--- config.mk ---
export PLATFORM = sky130hd
export DESIGN_NAME = general_purpose_port_io
export DESIGN_NICKNAME = d
export VERILOG_FILES = /design/src/pin_driver.v /design/src/fall_edge_detect.v /design/src/general_purpose_port_io.v
export VERILOG_INCLUDE_DIRS = /design/src
export SDC_FILE = /design/constraint.sdc
export NUM_CORES = 1
export LEC_CHECK = 0
export ABC_AREA = 1
export ABC_CLOCK_PERIOD_IN_PS = 3720
export BUFFER_PORTS_ARGS = -buffer_cell sky130_fd_sc_hd__buf_2
export CELL_PAD_IN_SITES_DETAIL_PLACEMENT = 0
export CELL_PAD_IN_SITES_GLOBAL_PLACEMENT = 1
export CORE_ASPECT_RATIO = 1.75
export CORE_UTILIZATION = 35
export DETAILED_ROUTE_END_ITERATION = 8
export GPL_TIMING_DRIVEN = 0
export PLACE_DENSITY = 0.86
export SLEW_MARGIN = 40
export SYNTH_ARGS = -nofsm -noshare
export SYNTH_HDL_FRONTEND = slang
export SYNTH_SLANG_ARGS = --single-unit
--- constraint.sdc ---
create_clock -name i_sys_clk -period 3.72 [get_ports i_sys_clk]
set_clock_uncertainty 0.05 [all_clocks]
set_input_delay 0.186 -clock i_sys_clk [delete_from_list [all_inputs] [get_ports i_sys_clk]]
set_output_delay 0.186 -clock i_sys_clk [all_outputs]
set_load 0.03 [all_outputs]
--- src/gpio_port_defs.vh ---
`ifndef GPIO_PORT_DEFS_VH
`define GPIO_PORT_DEFS_VH

`define ADDR_PIN_LATCH_BANK_A 8'h80
`define ADDR_PIN_LATCH_BANK_B 8'h90
`define ADDR_PIN_LATCH_BANK_C 8'hA0
`define ADDR_FALL_EDGE_FLAGS 8'hAD
`define ADDR_PIN_LATCH_BANK_D 8'hB0

`define RST_PIN_LATCH 8'hFF
`define RST_FALL_EDGE_FLAGS 8'h00
`define FALL_FLAG_MASK 8'hF0
`define FALL_FLAG_LSB 4
`define PORT_WIDTH 8
`define PORT_COUNT 4

`define RMW_NONE 1'b0
`define RMW_LATCH 1'b1

`endif

--- src/pin_driver.v ---
`default_nettype none
`include "gpio_port_defs.vh"

// Output stage of one byte-wide port
module pin_driver (
  input wire [7:0] i_latch,
  input wire [7:0] i_push_pull,
  input wire i_weak_pullup_en,
  output wire [7:0] o_pin_out,
  output wire [7:0] o_pin_oe,
  output wire [7:0] o_pullup_en
);

  // A 1 in open-drain mode releases the pin
  assign o_pin_out = i_latch;
  assign o_pin_oe = ~i_latch | i_push_pull;
  // Pull-up holds released pins, also on ports with no pins
  assign o_pullup_en = {8{i_weak_pullup_en}} & ~o_pin_oe;

endmodule
`default_nettype wire

--- src/fall_edge_detect.v ---
`default_nettype none
`include "gpio_port_defs.vh"

// Sticky falling-edge flags for the upper half of the second port
module fall_edge_detect (
  input wire i_sys_clk,
  input wire i_rstn,
  input wire [3:0] i_pin,
  input wire [3:0] i_clear,
  output wire [3:0] o_flags
);

  reg [3:0] pin_prev_q;
  reg [3:0] flags_q;
  reg [3:0] flags_d;
  reg [1:0] arm_q;
  wire [3:0] fall;

  // Pins held low through reset must not look like a falling edge, so
  // detection waits until both compared samples are real pin levels
  assign fall = arm_q[1] ? (pin_prev_q & ~i_pin) : 4'h0;
  assign o_flags = flags_q;

  always @* begin
    // A new edge in the clear cycle wins so it is not lost
    flags_d = (flags_q & ~i_clear) | fall;
  end

  always @(posedge i_sys_clk or negedge i_rstn) begin
    if (!i_rstn) begin
      pin_prev_q <= 4'hF;
      flags_q <= 4'h0;
      arm_q <= 2'b00;
    end else begin
      arm_q <= {arm_q[0], 1'b1};
      pin_prev_q <= i_pin;
      flags_q <= flags_d;
    end
  end

endmodule
`default_nettype wire

--- src/general_purpose_port_io.v ---
`default_nettype none
`include "gpio_port_defs.vh"

module general_purpose_port_io (
  input wire i_sys_clk,
  input wire i_rstn,
  input wire [7:0] i_sfr_addr,
  input wire i_sfr_wr,
  input wire i_sfr_rd,
  input wire i_sfr_bit,
  input wire [2:0] i_sfr_bit_sel,
  input wire i_sfr_rmw,
  input wire [7:0] i_sfr_wdata,
  output reg [7:0] o_sfr_rdata,
  output wire o_sfr_hit,
  input wire i_weak_pullup_en,
  input wire [31:0] i_push_pull,
  input wire [31:0] i_pin_in,
  output wire [31:0] o_pin_out,
  output wire [31:0] o_pin_oe,
  output wire [31:0] o_pullup_en
);

  reg [7:0] latch_q [0:3];
  reg [7:0] pin_sync_q [0:3];
  reg [3:0] flag_clear;
  reg [7:0] flag_wr_val;
  reg [7:0] rd_val;
  wire [3:0] flags;
  wire [3:0] port_hit;
  wire flag_hit;

  // Port index decode, used for hit and read select
  function [2:0] port_index;
    input [7:0] addr;
    begin
      if (addr == `ADDR_PIN_LATCH_BANK_A) begin
        port_index = 3'd0;
      end else if (addr == `ADDR_PIN_LATCH_BANK_B) begin
        port_index = 3'd1;
      end else if (addr == `ADDR_PIN_LATCH_BANK_C) begin
        port_index = 3'd2;
      end else if (addr == `ADDR_PIN_LATCH_BANK_D) begin
        port_index = 3'd3;
      end else begin
        port_index = 3'd4;
      end
    end
  endfunction

  // Merge a write into an old byte, whole or one bit
  function [7:0] merge;
    input [7:0] old;
    input [7:0] wdata;
    input bit_mode;
    input [2:0] sel;
    reg [7:0] tmp;
    begin
      tmp = old;
      if (bit_mode) begin
        tmp[sel] = wdata[0];
      end else begin
        tmp = wdata;
      end
      merge = tmp;
    end
  endfunction

  assign flag_hit = (i_sfr_addr == `ADDR_FALL_EDGE_FLAGS);
  assign o_sfr_hit = (port_index(i_sfr_addr) != 3'd4) | flag_hit;

  genvar g;
  generate
    for (g = 0; g < `PORT_COUNT; g = g + 1) begin : g_port
      assign port_hit[g] = (port_index(i_sfr_addr) == g);

      // Latch exists for every port, pinned out or not
      always @(posedge i_sys_clk or negedge i_rstn) begin
        if (!i_rstn) begin
          latch_q[g] <= `RST_PIN_LATCH;
          pin_sync_q[g] <= `RST_PIN_LATCH;
        end else begin
          pin_sync_q[g] <= i_pin_in[g*8 +: 8];
          if (i_sfr_wr && port_hit[g]) begin
            latch_q[g] <= merge(latch_q[g], i_sfr_wdata, i_sfr_bit,
                                i_sfr_bit_sel);
          end
        end
      end

      pin_driver u_drv (
        .i_latch(latch_q[g]),
        .i_push_pull(i_push_pull[g*8 +: 8]),
        .i_weak_pullup_en(i_weak_pullup_en),
        .o_pin_out(o_pin_out[g*8 +: 8]),
        .o_pin_oe(o_pin_oe[g*8 +: 8]),
        .o_pullup_en(o_pullup_en[g*8 +: 8])
      );
    end
  endgenerate

  // Flag clear: writing 0 clears; in bit mode only the addressed bit
  always @* begin
    flag_wr_val = merge({flags, 4'h0}, i_sfr_wdata, i_sfr_bit,
                        i_sfr_bit_sel);
    flag_clear = (i_sfr_wr && flag_hit) ? ~flag_wr_val[7:4] : 4'h0;
  end

  fall_edge_detect u_fall (
    .i_sys_clk(i_sys_clk),
    .i_rstn(i_rstn),
    .i_pin(pin_sync_q[1][7:4]),
    .i_clear(flag_clear),
    .o_flags(flags)
  );

  // Read: pins normally, latch for read-modify-write
  always @* begin
    rd_val = 8'h00;
    if (flag_hit) begin
      rd_val = {flags, 4'h0};
    end else if (o_sfr_hit) begin
      case (port_index(i_sfr_addr))
        3'd0: rd_val = i_sfr_rmw ? latch_q[0] : pin_sync_q[0];
        3'd1: rd_val = i_sfr_rmw ? latch_q[1] : pin_sync_q[1];
        3'd2: rd_val = i_sfr_rmw ? latch_q[2] : pin_sync_q[2];
        default: rd_val = i_sfr_rmw ? latch_q[3] : pin_sync_q[3];
      endcase
    end
    if (i_sfr_bit) begin
      rd_val = {7'h00, rd_val[i_sfr_bit_sel]};
    end
  end

  always @(posedge i_sys_clk or negedge i_rstn) begin
    if (!i_rstn) begin
      o_sfr_rdata <= 8'h00;
    end else if (i_sfr_rd) begin
      o_sfr_rdata <= rd_val;
    end
  end

endmodule
`default_nettype wire

==> results.json, run 1 <==
{
  "crit_required_ps": 3480,
  "cts.clk_slew.worst_paths_ps": 60,
  "p_int_uw": 1545,
  "p_per_area_nw_per_um2": 349.7,
  "endpoint_kind": "output pin",
  "power_frac_clock_pct": 39.8,
  "synth_area_leaders": "dfstp_2 41%, nand2_1 13%, dfrtp_1 8.1%",
  "ant_nets": 0,
  "rsz0062_at_grt": "no",
  "final_nets": 888,
  "hp-class": "in2reg",
  "crit_chain": "inv_1 > or2_2 > nor2_1 > buf_2",
  "finalHoldViolCount": 0,
  "outcome": "finished, final reports clean",
  "fin_setup_tns_ps": 0,
  "critPathKind": "reg2out",
  "dp_hpwl_um": 11470,
  "p_switching_uw": 606.1,
  "netlist_area_um2": 4323,
  "grt_pass1_wl_um": 22920,
  "cts-resized-gates": 0,
  "cp_slowest_stage_delay_ps": 560,
  "fillers": 1228,
  "drc": 0,
  "pwr-share-seq_pct": 45.0,
  "drtPass1Iterations": 5,
  "ys_ff_latch": 82,
  "synth_cell_types": 35,
  "first_iter_violations": 263,
  "wl_per_cell_um": 15.73,
  "critPathMaxFanout": 3,
  "power_uw": 2151,
  "fp.dieW_um": 86.01,
  "switching_share_pct": 28.17,
  "die_h_um": 149.0,
  "grt_remaining_overflow": 0,
  "timing.final.crit_share_pct": 48.27,
  "yosysTopAreaCell": "dfstp_2",
  "ys_seq_area_share_pct": 49.44,
  "avgSynthCellArea_um2": 7.706,
  "port_buffers": 192,
  "vdd_ir_drop_max_uv": 245.4,
  "final_max_slew_viol_count": 0,
  "tightest_slew_ps": 885.2,
  "syn_inst": 561,
  "cts_buffers": 9,
  "wl_um": 15270,
  "cpLargestDelayFamily": "flip-flops",
  "critPathLaunchType": "flop",
  "period_needed_ps": 1796,
  "die_area_um2": 12820,
  "yosys_warnings": 0,
  "synth_top_area_share_pct": 41.33,
  "clockBufferDepth": 2,
  "grt_max_degree": 54,
  "power_frac_comb_pct": 15.2,
  "core_region_area_um2": 12000,
  "worst_ep_arrival_time_ps": 1560,
  "rows": 53,
  "drive_gt1_share_pct": 40.47,
  "regArea_um2": 2137,
  "relSlewSlack_pct": 40.66,
  "io_pins": 195,
  "fmax_mhz": 556.9,
  "cts_hold_buf": 33,
  "path_buf_inv": 2,
  "grt_pass1_vias": 4513,
  "grt_antenna_before_repair": 2,
  "via_count": 4618,
  "post_cts_buffers": 0,
  "via_per_inst": 4.756,
  "track_usage_pct": 24.29,
  "areaGrowthSynthToFinish_pct": 42.32,
  "synth.net_count": 651,
  "gp_congestion": 0.8455,
  "cts_tree": "built",
  "cts.sinks": 82,
  "cts_root_buf": "clkbuf_16",
  "start_util_pct": 36.02,
  "slowest_stage": "dfstp_2",
  "cap_violations": 0,
  "ctsHtreeMaxLevel": 3,
  "multi_input_area_um2": 1784,
  "p_leak_uw": 0.003025,
  "clkLatencyLatePin_ps": 350,
  "finalSetupViolCount": 0
}
==> sequential cells by signal (all words and copies together) (netlist names) <==
name and count:
latch_q 32, pin_sync_q 32, o_sfr_rdata 8, u_fall.o_flags 4, u_fall.pin_prev_q 4, u_fall.arm_q 2
==> worst reg2reg max path: stages (launching register included) <==
cell	delay (ps)
dfstp_2	550
inv_1	50
o21ai_0	190
nand3_1	110
nand2_1	80
o21ai_1	140
a21oi_1	180
nor2_1	60
nand3_1	70
nand2_1	50
nand2_1	50
==> cell usage after synthesis, drive strengths merged <==
cell type,instances
o21ai,61
o21bai,1
nor3,7
or2,24
buf,11
a32o,2
conb,1
clkinv,3
and2,1
o41ai,1
dfrtp,14
clkbuf,4
a22o,1
nand3,37
a21oi,10
nand2,156
inv,76
nand4,8
nor4,1
nor2,64
dfstp,68
o22ai,2
a22oi,3
o31ai,5
==> metrics by stage <==
stage	setup slack, ps	cells	cell area (um2)	util (%)	hold slack [ps]
5_1_grt	1822	970	6150	51.24	105.2
4_1_cts	1913	968	6143	51.18	76.99
6_report	1924	971	6152	51.26	85.97
3_3_place_gp	1803	918	5490	45.74	241.1
2_1_floorplan	1999	561	4323	-	-159.6
3_5_place_dp	1837	919	5524	46.02	35.84
==> cell type report <==
type	instances	share of cell area, %
diodes	3	0.1220
plain buffers	15	1.688
clock buffers	10	3.884
clock inverters	6	0.8135
inverters	79	4.861
multi-input cells	385	29.00
flip-flops and latches	82	34.74
well taps	165	3.356
repair buffers	226	21.54
==> final timing paths <==
kind	from	endpoint	slack, ps	cells after the start
worst max-delay path	latch_q[25]$_DFFE_PN1P_	o_pullup_en[1]	1920	4
worst min register to register	u_fall.arm_q[0]$_DFF_PN0_	u_fall.arm_q[1]$_DFF_PN0_	300	0
worst min-delay path	i_sfr_rd	o_sfr_rdata[5]$_DFFE_PN0P_	90	3
min in group asynchronous	i_rstn	o_sfr_rdata[3]$_DFFE_PN0P_	240	2
worst max register to register	latch_q[12]$_DFFE_PN1P_	o_sfr_rdata[0]$_DFFE_PN0P_	2060	10
max in group asynchronous	i_rstn	pin_sync_q[25]$_DFF_PN1_	2780	3
==> routing by layer <==
layer  global-route usage, %  part of all wire, %
met4                   10.92                  3.2
met2                   44.56                   54
met5                       0                    0
met3                   4.427                  5.0
met1                   26.69                   37
==> power by group through the flow <==
stage                     registers (uW)  clock network, uW  logic (uW)
after global routing                 972                910         358
final                                969                856         327
after global placement               981                  0         294
after CTS                            969                874         330
after floorplan                     1000                  0         139
after detailed placement             982                  0         301
==> cells by family (layout without fill, tap and decap cells) <==
group                  after synthesis  count (layout)  share of synthesized area (%)
AOI/OAI and AO/OA                   86              86                          10.94
buffers and inverters               94             336                          9.291
DFF                                 82              82                          49.44
other                                1               4                        0.08675
and+or+nand+nor                    298             298                          30.25
==> layout by cell type (no fill, tap or decap), types with 2 or more instances in the layout <==
master,Yosys,routed
dfstp_2,68,68
nand4_1,7,7
o22ai_1,2,2
clkbuf_16,0,9
o31ai_1,5,5
clkinv_1,3,3
nand3_1,36,36
nor3_1,6,6
inv_1,74,74
buf_2,4,195
o21ai_0,57,57
or2_2,24,24
nor2_4,3,3
dfrtp_1,14,14
o21ai_1,4,4
a21oi_1,10,10
a22oi_1,3,3
nor2_1,58,58
clkinvlp_4,0,4
a32o_1,2,2
diode_2,0,3
dlygate4sd3_1,0,33
nand2_1,155,155
clkbuf_1,4,3
buf_6,4,5
nor2_2,3,3
buf_4,3,3
Power figures use the tool's default switching activity.
==> inputs of run 2 (changes only) <==
Settings changed: ABC_CLOCK_PERIOD_IN_PS 3720 to 1600, CORE_UTILIZATION 35 to 30, PLACE_DENSITY 0.86 to 0.78.
Clock period 3.72 ns to 1.6 ns, I/O delays scaled along.
==> run 2 against run 1 <==
Final area is 8.8% higher. Sequential share of layout area is 2.8 points lower. Via count is 2.5% higher. Die area is 16% higher. Utilization is 3.4 points lower. Worst setup slack worse by 1900 ps. First-iteration DRC count is 31% lower. Power is 140% higher. Clock power is 140% higher. Wire length is 5.2% higher. Critical path type unchanged. Largest power group unchanged.
==> results.json, run 2 (synthesis gave the netlist of run 1 again) <==
{
  "power_frac_clock_pct": 39.3,
  "cts_tree": "built",
  "hold_ws_ps": 78.87,
  "cap_violations": 0,
  "crit_required_ps": 1470,
  "p_switching_uw": 1395,
  "dp_hpwl_um": 11810,
  "finalHoldViolCount": 0,
  "p_leak_uw": 0.003197,
  "grt_pass1_vias": 4629,
  "switching_share_pct": 27.20,
  "ant_nets": 0,
  "cts.sinks": 82,
  "start_util_pct": 30.93,
  "hp-class": "in2reg",
  "rows": 57,
  "first_iter_violations": 182,
  "slowest_stage": "dfstp_2",
  "fillers": 1433,
  "track_usage_pct": 21.83,
  "critPathLaunchType": "flop",
  "core_region_area_um2": 13980,
  "p_per_area_nw_per_um2": 766.5,
  "io_pins": 195,
  "path_buf_inv": 2,
  "cpLargestDelayFamily": "flip-flops",
  "worst_ep_arrival_time_ps": 1440,
  "drc": 0,
  "pwr-share-seq_pct": 43.9,
  "clkLatencyLatePin_ps": 350,
  "final_common_cell": "buf_2",
  "port_buffers": 192,
  "via_count": 4733,
  "power_uw": 5130,
  "endpoint_kind": "output pin",
  "cts.clk_slew.worst_paths_ps": 60,
  "via_per_inst": 4.714,
  "grt_max_degree": 53,
  "wl_um": 16070,
  "wl_per_cell_um": 16.00,
  "grt_pass1_wl_um": 23940,
  "final_nets": 911,
  "p_int_uw": 3734,
  "cts_buffers": 9,
  "crit_chain": "inv_1 > or2_4 > nor2_2 > buf_6",
  "power_frac_comb_pct": 16.8,
  "critPathKind": "reg2out",
  "largestRegisters": "latch_q (32), pin_sync_q (32), o_sfr_rdata (8)",
  "die_area_um2": 14910,
  "cp_slowest_stage_delay_ps": 530,
  "drtPass1Iterations": 5,
  "timing.final.crit_share_pct": 98.06,
  "rsz0062_at_grt": "yes",
  "layout_common_cells": "171 x buf_2, 154 x nand2_1, 68 x dfstp_2, 66 x inv_1, 44 x o21ai_0",
  "die_h_um": 160.8,
  "critPathMaxFanout": 3,
  "fmax_mhz": 637.3,
  "finalSetupViolCount": 0,
  "areaGrowthSynthToFinish_pct": 54.82,
  "tightest_slew_ps": 806.3,
  "clockBufferDepth": 2,
  "vdd_ir_drop_max_uv": 514.6,
  "final_max_slew_viol_count": 0,
  "cts_root_buf": "clkbuf_16",
  "fp.dieW_um": 92.74,
  "relSlewSlack_pct": 45.96,
  "drive_gt1_share_pct": 46.37,
  "outcome": "finished, final reports clean",
  "ctsHtreeMaxLevel": 3,
  "period_needed_ps": 1569,
  "grt_remaining_overflow": 0,
  "grt_antenna_before_repair": 1,
  "gp_congestion": 0.9015
}
## run 2: cell count changes in the layout (fill, tap and decap cells not counted), sizes merged
cell,delta
buf,+21
clkbuf,+3
clkinv,+1
clkinvlp,-3
diode,-2
dlygate4sd3,+2
inv,-1
## run 2: worst reg2reg max path, cell delays in order (launching register included)
cell,delay [ps]
dfstp_2,530
inv_1,50
o21ai_0,150
nand3_1,90
nand2_1,90
o21ai_1,60
nand2_1,120
nand2_1,80
nand2_1,70
nor2_1,40
nand3_1,60
nand2_1,60
nand2_1,50
## run 2: metrics by stage
stage / TNS [ps] / worst slack [ps] / utilization (%) / area, um2 / std cells
after CTS: 0 / 1.088 / 46.47 / 6496 / 997
after floorplan: 0 / 117.1 / - / 4383 / 561
after global placement: -5877 / -230.0 / 39.81 / 5565 / 930
after global routing: -87.12 / -51.74 / 47.88 / 6693 / 1004
final: 0 / 30.97 / 47.88 / 6693 / 1004
after detailed placement: -3119 / -208.7 / 40.08 / 5603 / 931
## run 2: path summary, 6_finish.rpt
path                                           start                          end  slack, ps  depth (start not counted)
setup reg to reg            pin_sync_q[22]$_DFF_PN1_   o_sfr_rdata[0]$_DFFE_PN0P_         40                         12
max in group asynchronous                     i_rstn       latch_q[5]$_DFFE_PN1P_        760                          3
min in group asynchronous                     i_rstn   o_sfr_rdata[2]$_DFFE_PN0P_        140                          2
hold / removal                              i_sfr_wr  u_fall.o_flags[2]$_DFF_PN0_         80                          3
hold reg to reg            u_fall.arm_q[0]$_DFF_PN0_    u_fall.arm_q[1]$_DFF_PN0_        310                          0
setup / recovery              latch_q[4]$_DFFE_PN1P_              o_pullup_en[28]         30                          4
## run 2: final cells by class
type | count | area [um2] | area share [%]
Buffer | 15 | 106.4 | 1.589
Clock buffer | 13 | 271.5 | 4.057
Clock inverter | 3 | 21.27 | 0.3178
Antenna cell | 1 | 2.502 | 0.03739
Timing Repair Buffer | 249 | 1657 | 24.75
Multi-Input combinational cell | 385 | 1977 | 29.54
Sequential cell | 82 | 2137 | 31.93
Tap cell | 177 | 221.5 | 3.309
Inverter | 79 | 299.0 | 4.468
## run 2: power groups by stage
stage	logic [uW]	clock network (uW)	registers (uW)
2_1_floorplan	333	0	2330
3_3_place_gp	698	0	2280
3_5_place_dp	718	0	2290
4_1_cts	830	2050	2250
5_1_grt	939	2130	2260
6_report	863	2020	2250
## run 2: timing repair
action                                  CTS  global route
setup buffers                            15             6
pin swaps                                 5            20
gates resized for setup                  54            55
endpoints found under the hold margin    75             0
endpoints found under the setup margin   25            26
hold buffers                             35             0
## run 2: per-layer routing
| layer | global-route usage, % | vias to the layer above | wire length [um] |
|---|---|---|---|
| met3 | 2.462 | 24 | 676 |
| met1 | 23.48 | 2232 | 5700 |
| met4 | 9.091 | 0 | 429 |
| met2 | 42.02 | 172 | 9262 |
| li1 | - | 2305 | - |
| met5 | 0 | - | 0 |
